File: src/verilog/pmls_pkg.sv
`default_nettype none
package pmls_pkg;
   // register map: byte address is four times the word index
   localparam logic [7:0]  PMLS_IDX_LINK_CTRL   = 8'h0A;
   localparam logic [11:0] PMLS_ADDR_LINK_CTRL  = {2'h0, PMLS_IDX_LINK_CTRL, 2'h0};
   localparam logic [11:0] PMLS_ADDR_PHY_STATUS = 12'h030;
   // field positions inside phy_link_control
   localparam int PMLS_BIT_SPEED     = 13;
   localparam int PMLS_BIT_DUPLEX    = 12;
   localparam int PMLS_BIT_AUTONEG   = 11;
   localparam int PMLS_LSB_SEL_A     = 5;
   localparam int PMLS_LSB_SEL_B     = 2;
   localparam logic [15:0] PMLS_LINK_CTRL_MASK  = 16'h38FC;
   localparam logic [15:0] PMLS_LINK_CTRL_RESET = 16'h0000;
   // indicator source codes
   localparam logic [2:0] PMLS_SEL_ANY_LINK = 3'h0;
   localparam logic [2:0] PMLS_SEL_RESERVED = 3'h1;
   localparam logic [2:0] PMLS_SEL_LINK10   = 3'h2;
   localparam logic [2:0] PMLS_SEL_FDX      = 3'h3;
   localparam logic [2:0] PMLS_SEL_ACTIVITY = 3'h4;
   localparam logic [2:0] PMLS_SEL_LINK100  = 3'h5;
   localparam logic [2:0] PMLS_SEL_RECEIVE  = 3'h6;
   localparam logic [2:0] PMLS_SEL_TRANSMIT = 3'h7;
endpackage
`default_nettype wire

File: src/verilog/pmls_led_mux.sv
`timescale 1ns/1ps
`default_nettype none
// one indicator output: selects a status source, registered
module pmls_led_mux
   import pmls_pkg::*;
(
   input  wire logic       clk_sys_i,
   input  wire logic       resetn_i,
   input  wire logic [2:0] sel_i,
   input  wire logic [5:0] status_i,
   output logic            led_o
);
   logic led_d;
   logic led_q;

   always_comb begin
      case (sel_i)
         PMLS_SEL_ANY_LINK: led_d = status_i[3] | status_i[0];
         PMLS_SEL_RESERVED: led_d = 1'b0;
         PMLS_SEL_LINK10:   led_d = status_i[0];
         PMLS_SEL_FDX:      led_d = status_i[1];
         PMLS_SEL_ACTIVITY: led_d = status_i[2];
         PMLS_SEL_LINK100:  led_d = status_i[3];
         PMLS_SEL_RECEIVE:  led_d = status_i[4];
         PMLS_SEL_TRANSMIT: led_d = status_i[5];
         default:           led_d = 1'b0;
      endcase
   end

   always_ff @(posedge clk_sys_i or negedge resetn_i) begin
      if (!resetn_i) begin
         led_q <= 1'b0;
      end else begin
         led_q <= led_d;
      end
   end

   assign led_o = led_q;
endmodule
`default_nettype wire

File: src/verilog/pmls_top.sv
// Overview of operation
// - With the MAC autoneg select clear, duplex_select sets PHY duplex (1 full, 0 half), overriding PHY reg 0.
// - With the MAC autoneg select set, duplex_select is ignored; duplex comes from negotiation or PHY reg 0.
// - The PHY autonegotiates only when both MAC select and PHY enable are set, else it is manual.
// - A three-bit selector picks the source of indicator A, default OR of both link states.
// - An independent three-bit selector with the same codes and default picks indicator B.
// - With the MAC autoneg select clear, the speed bit sets PHY speed (1 100M, 0 10M), overriding PHY reg 0.
`timescale 1ns/1ps
`default_nettype none
module pmls_top
   import pmls_pkg::*;
(
   input  wire logic        clk_sys_i,
   input  wire logic        resetn_i,
   input  wire logic        psel_i,
   input  wire logic        penable_i,
   input  wire logic        pwrite_i,
   input  wire logic [11:0] paddr_i,
   input  wire logic [31:0] pwdata_i,
   input  wire logic [3:0]  pstrb_i,
   output logic [31:0]      prdata_o,
   output logic             pready_o,
   output logic             pslverr_o,
   input  wire logic        phy_reg0_speed_i,
   input  wire logic        phy_reg0_duplex_i,
   input  wire logic        phy_autoneg_enable_i,
   input  wire logic        nego_done_i,
   input  wire logic        nego_speed_i,
   input  wire logic        nego_duplex_i,
   input  wire logic        switched_full_duplex_i,
   input  wire logic        link10_status_i,
   input  wire logic        full_duplex_status_i,
   input  wire logic        activity_status_i,
   input  wire logic        link100_status_i,
   input  wire logic        receive_status_i,
   input  wire logic        transmit_status_i,
   output logic             phy_autoneg_mode_o,
   output logic             phy_speed_100_o,
   output logic             phy_full_duplex_o,
   output logic             indicator_a_out_o,
   output logic             indicator_b_out_o
);
   logic [15:0] ctrl_d;
   logic [15:0] ctrl_q;
   logic [31:0] rdata_d;
   logic [31:0] rdata_q;
   logic        ready_d;
   logic        ready_q;
   logic        err_d;
   logic        err_q;
   logic [5:0]  stat_meta_q;
   logic [5:0]  stat_q;
   logic [5:0]  stat_raw;
   logic        mode_d;
   logic        mode_q;
   logic        spd_d;
   logic        spd_q;
   logic        dpx_d;
   logic        dpx_q;
   logic        acc;
   logic        hit_ctrl;
   logic        hit_stat;

   assign stat_raw = {transmit_status_i, receive_status_i, link100_status_i,
                      activity_status_i, full_duplex_status_i, link10_status_i};

   // status pins come from the PHY, synchronised
   always_ff @(posedge clk_sys_i or negedge resetn_i) begin
      if (!resetn_i) begin
         stat_meta_q <= 6'h00;
         stat_q      <= 6'h00;
      end else begin
         stat_meta_q <= stat_raw;
         stat_q      <= stat_meta_q;
      end
   end

   // apb slave, one wait state, registered answer
   assign acc      = psel_i & penable_i & ~ready_q;
   assign hit_ctrl = (paddr_i == PMLS_ADDR_LINK_CTRL);
   assign hit_stat = (paddr_i == PMLS_ADDR_PHY_STATUS);

   always_comb begin
      ctrl_d  = ctrl_q;
      rdata_d = 32'h0000_0000;
      ready_d = acc;
      err_d   = acc & ~(hit_ctrl | (hit_stat & ~pwrite_i));
      if (acc && pwrite_i && hit_ctrl) begin
         if (pstrb_i[0]) begin
            ctrl_d[7:0] = pwdata_i[7:0] & PMLS_LINK_CTRL_MASK[7:0];
         end
         if (pstrb_i[1]) begin
            ctrl_d[15:8] = pwdata_i[15:8] & PMLS_LINK_CTRL_MASK[15:8];
         end
      end
      if (acc && !pwrite_i && hit_ctrl) begin
         rdata_d = {16'h0000, ctrl_q};
      end
      if (acc && !pwrite_i && hit_stat) begin
         rdata_d = {23'h000000, switched_full_duplex_i, stat_q, spd_q, dpx_q};
      end
   end

   always_ff @(posedge clk_sys_i or negedge resetn_i) begin
      if (!resetn_i) begin
         ctrl_q  <= PMLS_LINK_CTRL_RESET;
         rdata_q <= 32'h0000_0000;
         ready_q <= 1'b0;
         err_q   <= 1'b0;
      end else begin
         ctrl_q  <= ctrl_d;
         rdata_q <= rdata_d;
         ready_q <= ready_d;
         err_q   <= err_d;
      end
   end

   assign prdata_o  = rdata_q;
   assign pready_o  = ready_q;
   assign pslverr_o = err_q;

   // phy mode resolution
   always_comb begin
      mode_d = ctrl_q[PMLS_BIT_AUTONEG] & phy_autoneg_enable_i;
      if (!ctrl_q[PMLS_BIT_AUTONEG]) begin
         spd_d = ctrl_q[PMLS_BIT_SPEED];
         dpx_d = ctrl_q[PMLS_BIT_DUPLEX];
      end else if (!phy_autoneg_enable_i) begin
         spd_d = phy_reg0_speed_i;
         dpx_d = phy_reg0_duplex_i;
      end else if (nego_done_i) begin
         spd_d = nego_speed_i;
         dpx_d = nego_duplex_i;
      end else begin
         spd_d = spd_q;
         dpx_d = dpx_q;
      end
   end

   always_ff @(posedge clk_sys_i or negedge resetn_i) begin
      if (!resetn_i) begin
         mode_q <= 1'b0;
         spd_q  <= 1'b0;
         dpx_q  <= 1'b0;
      end else begin
         mode_q <= mode_d;
         spd_q  <= spd_d;
         dpx_q  <= dpx_d;
      end
   end

   assign phy_autoneg_mode_o = mode_q;
   assign phy_speed_100_o    = spd_q;
   assign phy_full_duplex_o  = dpx_q;

   pmls_led_mux u_led_a (
      .clk_sys_i (clk_sys_i),
      .resetn_i  (resetn_i),
      .sel_i     (ctrl_q[PMLS_LSB_SEL_A +: 3]),
      .status_i  (stat_q),
      .led_o     (indicator_a_out_o)
   );

   pmls_led_mux u_led_b (
      .clk_sys_i (clk_sys_i),
      .resetn_i  (resetn_i),
      .sel_i     (ctrl_q[PMLS_LSB_SEL_B +: 3]),
      .status_i  (stat_q),
      .led_o     (indicator_b_out_o)
   );

   AST_MANUAL_DUPLEX: assert property (@(posedge clk_sys_i) disable iff (!resetn_i)
      !ctrl_q[PMLS_BIT_AUTONEG] |=> phy_full_duplex_o == $past(ctrl_q[PMLS_BIT_DUPLEX]))
      else $error("manual duplex not applied");
   AST_AUTONEG_IGNORES: assert property (@(posedge clk_sys_i) disable iff (!resetn_i)
      ctrl_q[PMLS_BIT_AUTONEG] && !phy_autoneg_enable_i
      |=> phy_full_duplex_o == $past(phy_reg0_duplex_i))
      else $error("duplex not from phy reg 0");
   AST_AUTONEG_SPEED: assert property (@(posedge clk_sys_i) disable iff (!resetn_i)
      ctrl_q[PMLS_BIT_AUTONEG] && !phy_autoneg_enable_i
      |=> phy_speed_100_o == $past(phy_reg0_speed_i))
      else $error("speed not from phy reg 0");
   AST_NEGO_RESULT: assert property (@(posedge clk_sys_i) disable iff (!resetn_i)
      ctrl_q[PMLS_BIT_AUTONEG] && phy_autoneg_enable_i && nego_done_i
      |=> {phy_speed_100_o, phy_full_duplex_o} == $past({nego_speed_i, nego_duplex_i}))
      else $error("negotiation result not applied");
   AST_AUTONEG_MODE: assert property (@(posedge clk_sys_i) disable iff (!resetn_i)
      ##1 phy_autoneg_mode_o == $past(ctrl_q[PMLS_BIT_AUTONEG] & phy_autoneg_enable_i))
      else $error("autoneg mode wrong");
   AST_MANUAL_MODE: assert property (@(posedge clk_sys_i) disable iff (!resetn_i)
      !(ctrl_q[PMLS_BIT_AUTONEG] && phy_autoneg_enable_i) |=> !phy_autoneg_mode_o)
      else $error("autoneg mode without both bits");
   AST_MANUAL_SPEED: assert property (@(posedge clk_sys_i) disable iff (!resetn_i)
      !ctrl_q[PMLS_BIT_AUTONEG] |=> phy_speed_100_o == $past(ctrl_q[PMLS_BIT_SPEED]))
      else $error("manual speed not applied");
   AST_LED_A_TX: assert property (@(posedge clk_sys_i) disable iff (!resetn_i)
      ctrl_q[PMLS_LSB_SEL_A +: 3] == PMLS_SEL_TRANSMIT && transmit_status_i
      ##0 ctrl_q[PMLS_LSB_SEL_A +: 3] == PMLS_SEL_TRANSMIT [*4] |-> indicator_a_out_o)
      else $error("indicator a misses transmit");
   AST_LED_A_LINK: assert property (@(posedge clk_sys_i) disable iff (!resetn_i)
      ctrl_q[PMLS_LSB_SEL_A +: 3] == PMLS_SEL_ANY_LINK && $past(stat_q[3] | stat_q[0])
      && $past(ctrl_q[PMLS_LSB_SEL_A +: 3]) == PMLS_SEL_ANY_LINK |-> indicator_a_out_o)
      else $error("indicator a misses link");
   AST_LED_B_LINK: assert property (@(posedge clk_sys_i) disable iff (!resetn_i)
      ctrl_q[PMLS_LSB_SEL_B +: 3] == PMLS_SEL_ANY_LINK && $past(stat_q[3] | stat_q[0])
      && $past(ctrl_q[PMLS_LSB_SEL_B +: 3]) == PMLS_SEL_ANY_LINK |-> indicator_b_out_o)
      else $error("indicator b misses link");
   AST_LED_RESERVED: assert property (@(posedge clk_sys_i) disable iff (!resetn_i)
      ctrl_q[PMLS_LSB_SEL_A +: 3] == PMLS_SEL_RESERVED |=> !indicator_a_out_o)
      else $error("reserved code drives indicator");
   AST_LED_B_RESERVED: assert property (@(posedge clk_sys_i) disable iff (!resetn_i)
      ctrl_q[PMLS_LSB_SEL_B +: 3] == PMLS_SEL_RESERVED |=> !indicator_b_out_o)
      else $error("reserved code drives indicator b");
   AST_APB_ONE_CYCLE: assert property (@(posedge clk_sys_i) disable iff (!resetn_i)
      psel_i && penable_i && !pready_o |=> pready_o ##1 !pready_o)
      else $error("apb answer not one cycle");
   AST_APB_REFUSED: assert property (@(posedge clk_sys_i) disable iff (!resetn_i)
      psel_i && penable_i && !pready_o && !hit_ctrl && !hit_stat |=> pslverr_o)
      else $error("unmapped access not refused");
endmodule
`default_nettype wire
File: config.mk
export PLATFORM = sky130hd
export DESIGN_NAME = pmls_top
export DESIGN_NICKNAME = d
export VERILOG_FILES = /design/src/verilog/pmls_pkg.sv /design/src/verilog/pmls_led_mux.sv /design/src/verilog/pmls_top.sv
export SDC_FILE = /design/constraint.sdc
export NUM_CORES = 1
export LEC_CHECK = 0
export ABC_CLOCK_PERIOD_IN_PS = 3900
export BUFFER_PORTS_ARGS = -buffer_cell sky130_fd_sc_hd__buf_2
export CAP_MARGIN = 40
export CORE_AREA = 2 2 64 66
export DETAILED_ROUTE_END_ITERATION = 10
export DIE_AREA = 0 0 66 68
export PLACE_DENSITY = 0.82
export SETUP_SLACK_MARGIN = 0.02
export SLEW_MARGIN = 0
export SYNTH_ARGS = -nofsm -noshare
export SYNTH_HDL_FRONTEND = slang
export SYNTH_SLANG_ARGS = --single-unit
File: constraint.sdc
create_clock -name clk_sys_i -period 3.9 [get_ports clk_sys_i]
set_input_delay 0.78 -clock clk_sys_i [delete_from_list [all_inputs] [get_ports clk_sys_i]]
set_output_delay 0.78 -clock clk_sys_i [all_outputs]
set_load 0.1 [all_outputs]
==> results.txt <==
The flow ran to the end, and the final reports show no timing, DRC or antenna violations. The detailed router finished its first iteration with 47 violations. The leakage power is 1.092 nW. Row generation in the floorplan step produced 23 rows. The final worst hold slack was 0.3508 ns. Type of the worst setup path: in -> reg. Registers are responsible for 46.7% of the overall power. The slowest stage of the critical path belongs to the cell sky130_fd_sc_hd__nor4_4.

The total of warnings raised by yosys is 0. The post-route setup TNS came out at 0 ns. Setup repair after global routing left no endpoint under its margin.

Setup violations remaining at the end of the flow were counted as 0. Timing would allow up to 0.4624 GHz. The run gives 0 as the final antenna-violating net count.

In this run the worst setup path begins at paddr_i[1]. The first global-routing pass estimated 4.243 mm of wire. STA classifies the critical path startpoint as an input pin. The total power per unit cell area works out to 443.4 nW/µm².

Excluding fillers, the count of instances in the completed layout stands at 240. The synthesized design contains 40 register bits. The first detailed-routing pass took 4 iterations. The tools report the number of antenna violations at the first check in global routing as 0. The overall die width was 66 µm; the number of hold-repair buffers added at the cts stage was 0. The run gives 43.29% as the relative max-transition margin.

The logs give 60.02% for the sequential-to-total area share from yosys stat and 652.9 µW for the internal portion of total power. STA puts the critical path data required time at 4.07 ns. The endpoint class of the critical path is a flip-flop. The tools report the launch point of the worst hold path as stat_meta_q[5]. For this configuration, the core starts out at a cell density of 43.25%. The area of placed instances was 1939 µm²; the number of buffers inserted by port buffering was 59. The y dimension of the die was 68 µm. Clock-pin slew was measured on the worst setup and hold paths at 0.07 ns.

In this run the power spent charging and discharging nets is 260.9 µW. The startpoint of the worst-slack reg-to-reg timing path is pready_o. The logs give 15.6% for the part of the total power dissipated in combinational logic and 0 for the post-route DRC violation count. The region available for standard cell placement spans 3856 µm². The fraction of the cycle the final worst path needs works out to 55.45%.

Gates resized during post-CTS repair numbered 0. For the via count of the first global-routing pass, the log shows 981. Counting every sink on the clock net gives 40. The tools report the hold violation total from the final report as 0. Synthesis produced 126 cells. The data arrival time of the critical path was 2.33 ns; the HPWL reported at the end of detailed placement was 2.141 mm. In the final routed layout, each cell accounts on average for 11.53 µm. The clock tree synthesis step divided the H-tree into 2 levels.

After synthesis, the mean cell area works out to 13.24 µm². In this run the worst path has a maximum fanout of 6. 105 I/O pins were placed. After synthesis, the cell types taking the most area are sky130_fd_sc_hd__dfrtp_1, sky130_fd_sc_hd__buf_4, sky130_fd_sc_hd__mux2_2. The logs give 37.7% for the clock share of power and 2061 µm² for the finished layout cell area.

The path type of the worst min-delay path was reg -> reg. The insertion delay to the later sink of the worst-skew pair is 0.29 ns, and the fraction of post-synthesis cell area in the top cell type by area is 60.02%. The tools report the number of pins with negative max-slew slack in the final report as 0. The unique cell type count in the Yosys netlist is 24.

The number of clock buffers added by TritonCTS is 5. The logs give 41 for the largest net degree at the start of global routing and 0.005006 ns for the setup clock skew after layout. Across the run, the number of max-cap violations was 0. The logs give 286.2 µV for the largest vdd supply drop and 12.88% for the overall global routing resource usage. For the final-stage net count, the log shows 255. The number of setup buffers added after CTS is 0. Net switching is 28.55% of the power.

Cell taking the most area after synthesis: sky130_fd_sc_hd__dfrtp_1. The die covers 4488 µm². The final layout contains routed wiring with a total length of 2.768 mm. The end-of-flow core utilization came out at 53.44%. The worst-margin pin slew is 0.8506 ns, and the number of inserted diodes is 0. The area growth from synthesis to layout is 23.56%. TritonCTS built the clock tree.

The run gives 0 as the remaining global-route overflow. Across all layers, the routed design uses 1083 vias. Via count normalized by instance count: 4.513.

In this run the deepest clock path goes through 2 buffers. The placed cell count was 232. Largest stage delay on the critical path: 0.55 ns. The final weighted congestion in routability-driven placement is 0.7268. The critical path goes through buf_2, nor4_1, nand2_1, nor4_4, mux2_2. The cell area after synthesis was 1668 µm². After layout, the minimum clock period comes to 2.163 ns.

The tools report the clock tree root buffer cell as sky130_fd_sc_hd__clkbuf_8. Of the cells placed in the final design, the portion with a size suffix greater than 1 is 44.21%.
[area by class of cell]
| cell class | count | area [µm²] |
|---|---|---|
| repair buffers | 59 | 295.3 |
| fillers | 328 | 1795 |
| clock inverters | 2 | 38.79 |
| multi-input cells | 81 | 573.1 |
| inverters | 2 | 7.507 |
| well taps | 50 | 62.56 |
| clock buffers | 6 | 82.58 |
| flip-flops and latches | 40 | 1001 |
[layout by cell type (no fill, tap or decap)]
| cell type | Yosys | final |
|---|---|---|
| sky130_fd_sc_hd__mux2i_1 | 4 | 4 |
| sky130_fd_sc_hd__o32ai_1 | 1 | 1 |
| sky130_fd_sc_hd__buf_2 | 0 | 59 |
| sky130_fd_sc_hd__clkbuf_8 | 0 | 6 |
| sky130_fd_sc_hd__inv_1 | 2 | 2 |
| sky130_fd_sc_hd__nand2_1 | 4 | 4 |
| sky130_fd_sc_hd__nor4_4 | 2 | 2 |
| sky130_fd_sc_hd__conb_1 | 1 | 20 |
| sky130_fd_sc_hd__mux2_2 | 13 | 13 |
| sky130_fd_sc_hd__a21oi_1 | 6 | 6 |
| sky130_fd_sc_hd__xnor2_1 | 1 | 1 |
| sky130_fd_sc_hd__clkinv_4 | 0 | 1 |
| sky130_fd_sc_hd__nor4_2 | 1 | 1 |
| sky130_fd_sc_hd__o221ai_1 | 1 | 1 |
| sky130_fd_sc_hd__nor2b_1 | 2 | 2 |
| sky130_fd_sc_hd__nand3b_1 | 2 | 2 |
| sky130_fd_sc_hd__nor3_2 | 1 | 1 |
| sky130_fd_sc_hd__nand3_1 | 2 | 2 |
| sky130_fd_sc_hd__a221oi_1 | 1 | 1 |
| sky130_fd_sc_hd__o21ai_0 | 1 | 1 |
| sky130_fd_sc_hd__a22o_1 | 6 | 6 |
| sky130_fd_sc_hd__and2_1 | 7 | 7 |
| sky130_fd_sc_hd__bufinv_16 | 0 | 1 |
| sky130_fd_sc_hd__nor2_1 | 4 | 4 |
| sky130_fd_sc_hd__dfrtp_1 | 40 | 40 |
| sky130_fd_sc_hd__nor4_1 | 2 | 2 |
[stage by stage]
| step | setup slack, ns | power (mW) |
|---|---|---|
| finish | 1.737 | 0.9138 |
| global route | 1.635 | 0.9473 |
| CTS | 1.733 | 0.9230 |
| detailed placement | 1.425 | 0.5783 |
| global placement | 1.455 | 0.5771 |
| floorplan | 1.707 | 0.5601 |
[per-layer routing]
metal	global-route usage, %	vias to the layer above	wire (µm)
li1	-	526	-
met1	14.39	503	1126
met2	22.60	48	1389
met3	4.934	6	215
met4	4.592	0	36
met5	0	-	0
[kinds of logic after synthesis]
group | count (synthesis) | synth area share, %
XOR/XNOR | 1 | 0.5252
multiplexers | 17 | 11.18
buffers and inverters | 24 | 9.903
other | 1 | 0.2248
AO/OA/AOI/OAI | 16 | 6.827
AND/OR/NAND/NOR | 27 | 11.33
flip-flops | 40 | 60.02
[final timing paths]
| path | end | cells past startpoint | slack [ns] |
|---|---|---|---|
| worst min-delay path | stat_q[5] | 0 | 0.35 |
| max in group asynchronous | pready_o | 1 | 2.77 |
| worst max-delay path | ctrl_q[2] | 5 | 1.74 |
| min in group asynchronous | prdata_o[1] | 1 | 0.60 |
| worst min register to register | stat_q[5] | 0 | 0.35 |
| worst max register to register | ctrl_q[2] | 3 | 2.15 |
[synth_stat cells]
| master | count |
|---|---|
| sky130_fd_sc_hd__a22o_1 | 6 |
| sky130_fd_sc_hd__nor4_2 | 1 |
| sky130_fd_sc_hd__nor2b_1 | 2 |
| sky130_fd_sc_hd__and2_1 | 7 |
| sky130_fd_sc_hd__o21ai_0 | 1 |
| sky130_fd_sc_hd__nand2_1 | 4 |
| sky130_fd_sc_hd__nor2_1 | 4 |
| sky130_fd_sc_hd__mux2_2 | 13 |
| sky130_fd_sc_hd__o32ai_1 | 1 |
| sky130_fd_sc_hd__nor3_2 | 1 |
| sky130_fd_sc_hd__xnor2_1 | 1 |
| sky130_fd_sc_hd__nand3b_1 | 2 |
| sky130_fd_sc_hd__conb_1 | 1 |
| sky130_fd_sc_hd__clkbuf_1 | 2 |
| sky130_fd_sc_hd__o221ai_1 | 1 |
| sky130_fd_sc_hd__nor4_4 | 2 |
| sky130_fd_sc_hd__dfrtp_1 | 40 |
| sky130_fd_sc_hd__mux2i_1 | 4 |
| sky130_fd_sc_hd__a21oi_1 | 6 |
| sky130_fd_sc_hd__inv_1 | 2 |
| sky130_fd_sc_hd__buf_4 | 20 |
| sky130_fd_sc_hd__nand3_1 | 2 |
| sky130_fd_sc_hd__nor4_1 | 2 |
| sky130_fd_sc_hd__a221oi_1 | 1 |
[worst max-delay path, delay by kind of cell]
family	cells	cell delay, ns
muxes	1	0.38
buffers and inverters	1	0.09
and+or+nand+nor	3	1.07
[sequential cells by signal (all words and copies together), names as in the netlist]
register and cells:
pready_o 1, phy_speed_100_o 1, u_led_a.led_o 1, stat_q 6
phy_full_duplex_o 1, u_led_b.led_o 1, phy_autoneg_mode_o 1, ctrl_q 9
stat_meta_q 6, pslverr_o 1, prdata_o 12
[power by group through the flow]
stage	sequential (mW)	clock (mW)	combinational, mW
2_1_floorplan	0.451	0	0.109
3_3_place_gp	0.435	0	0.142
3_5_place_dp	0.435	0	0.143
4_1_cts	0.427	0.353	0.143
5_1_grt	0.428	0.370	0.150
6_report	0.427	0.344	0.143
(Power assumes the default switching activity.)
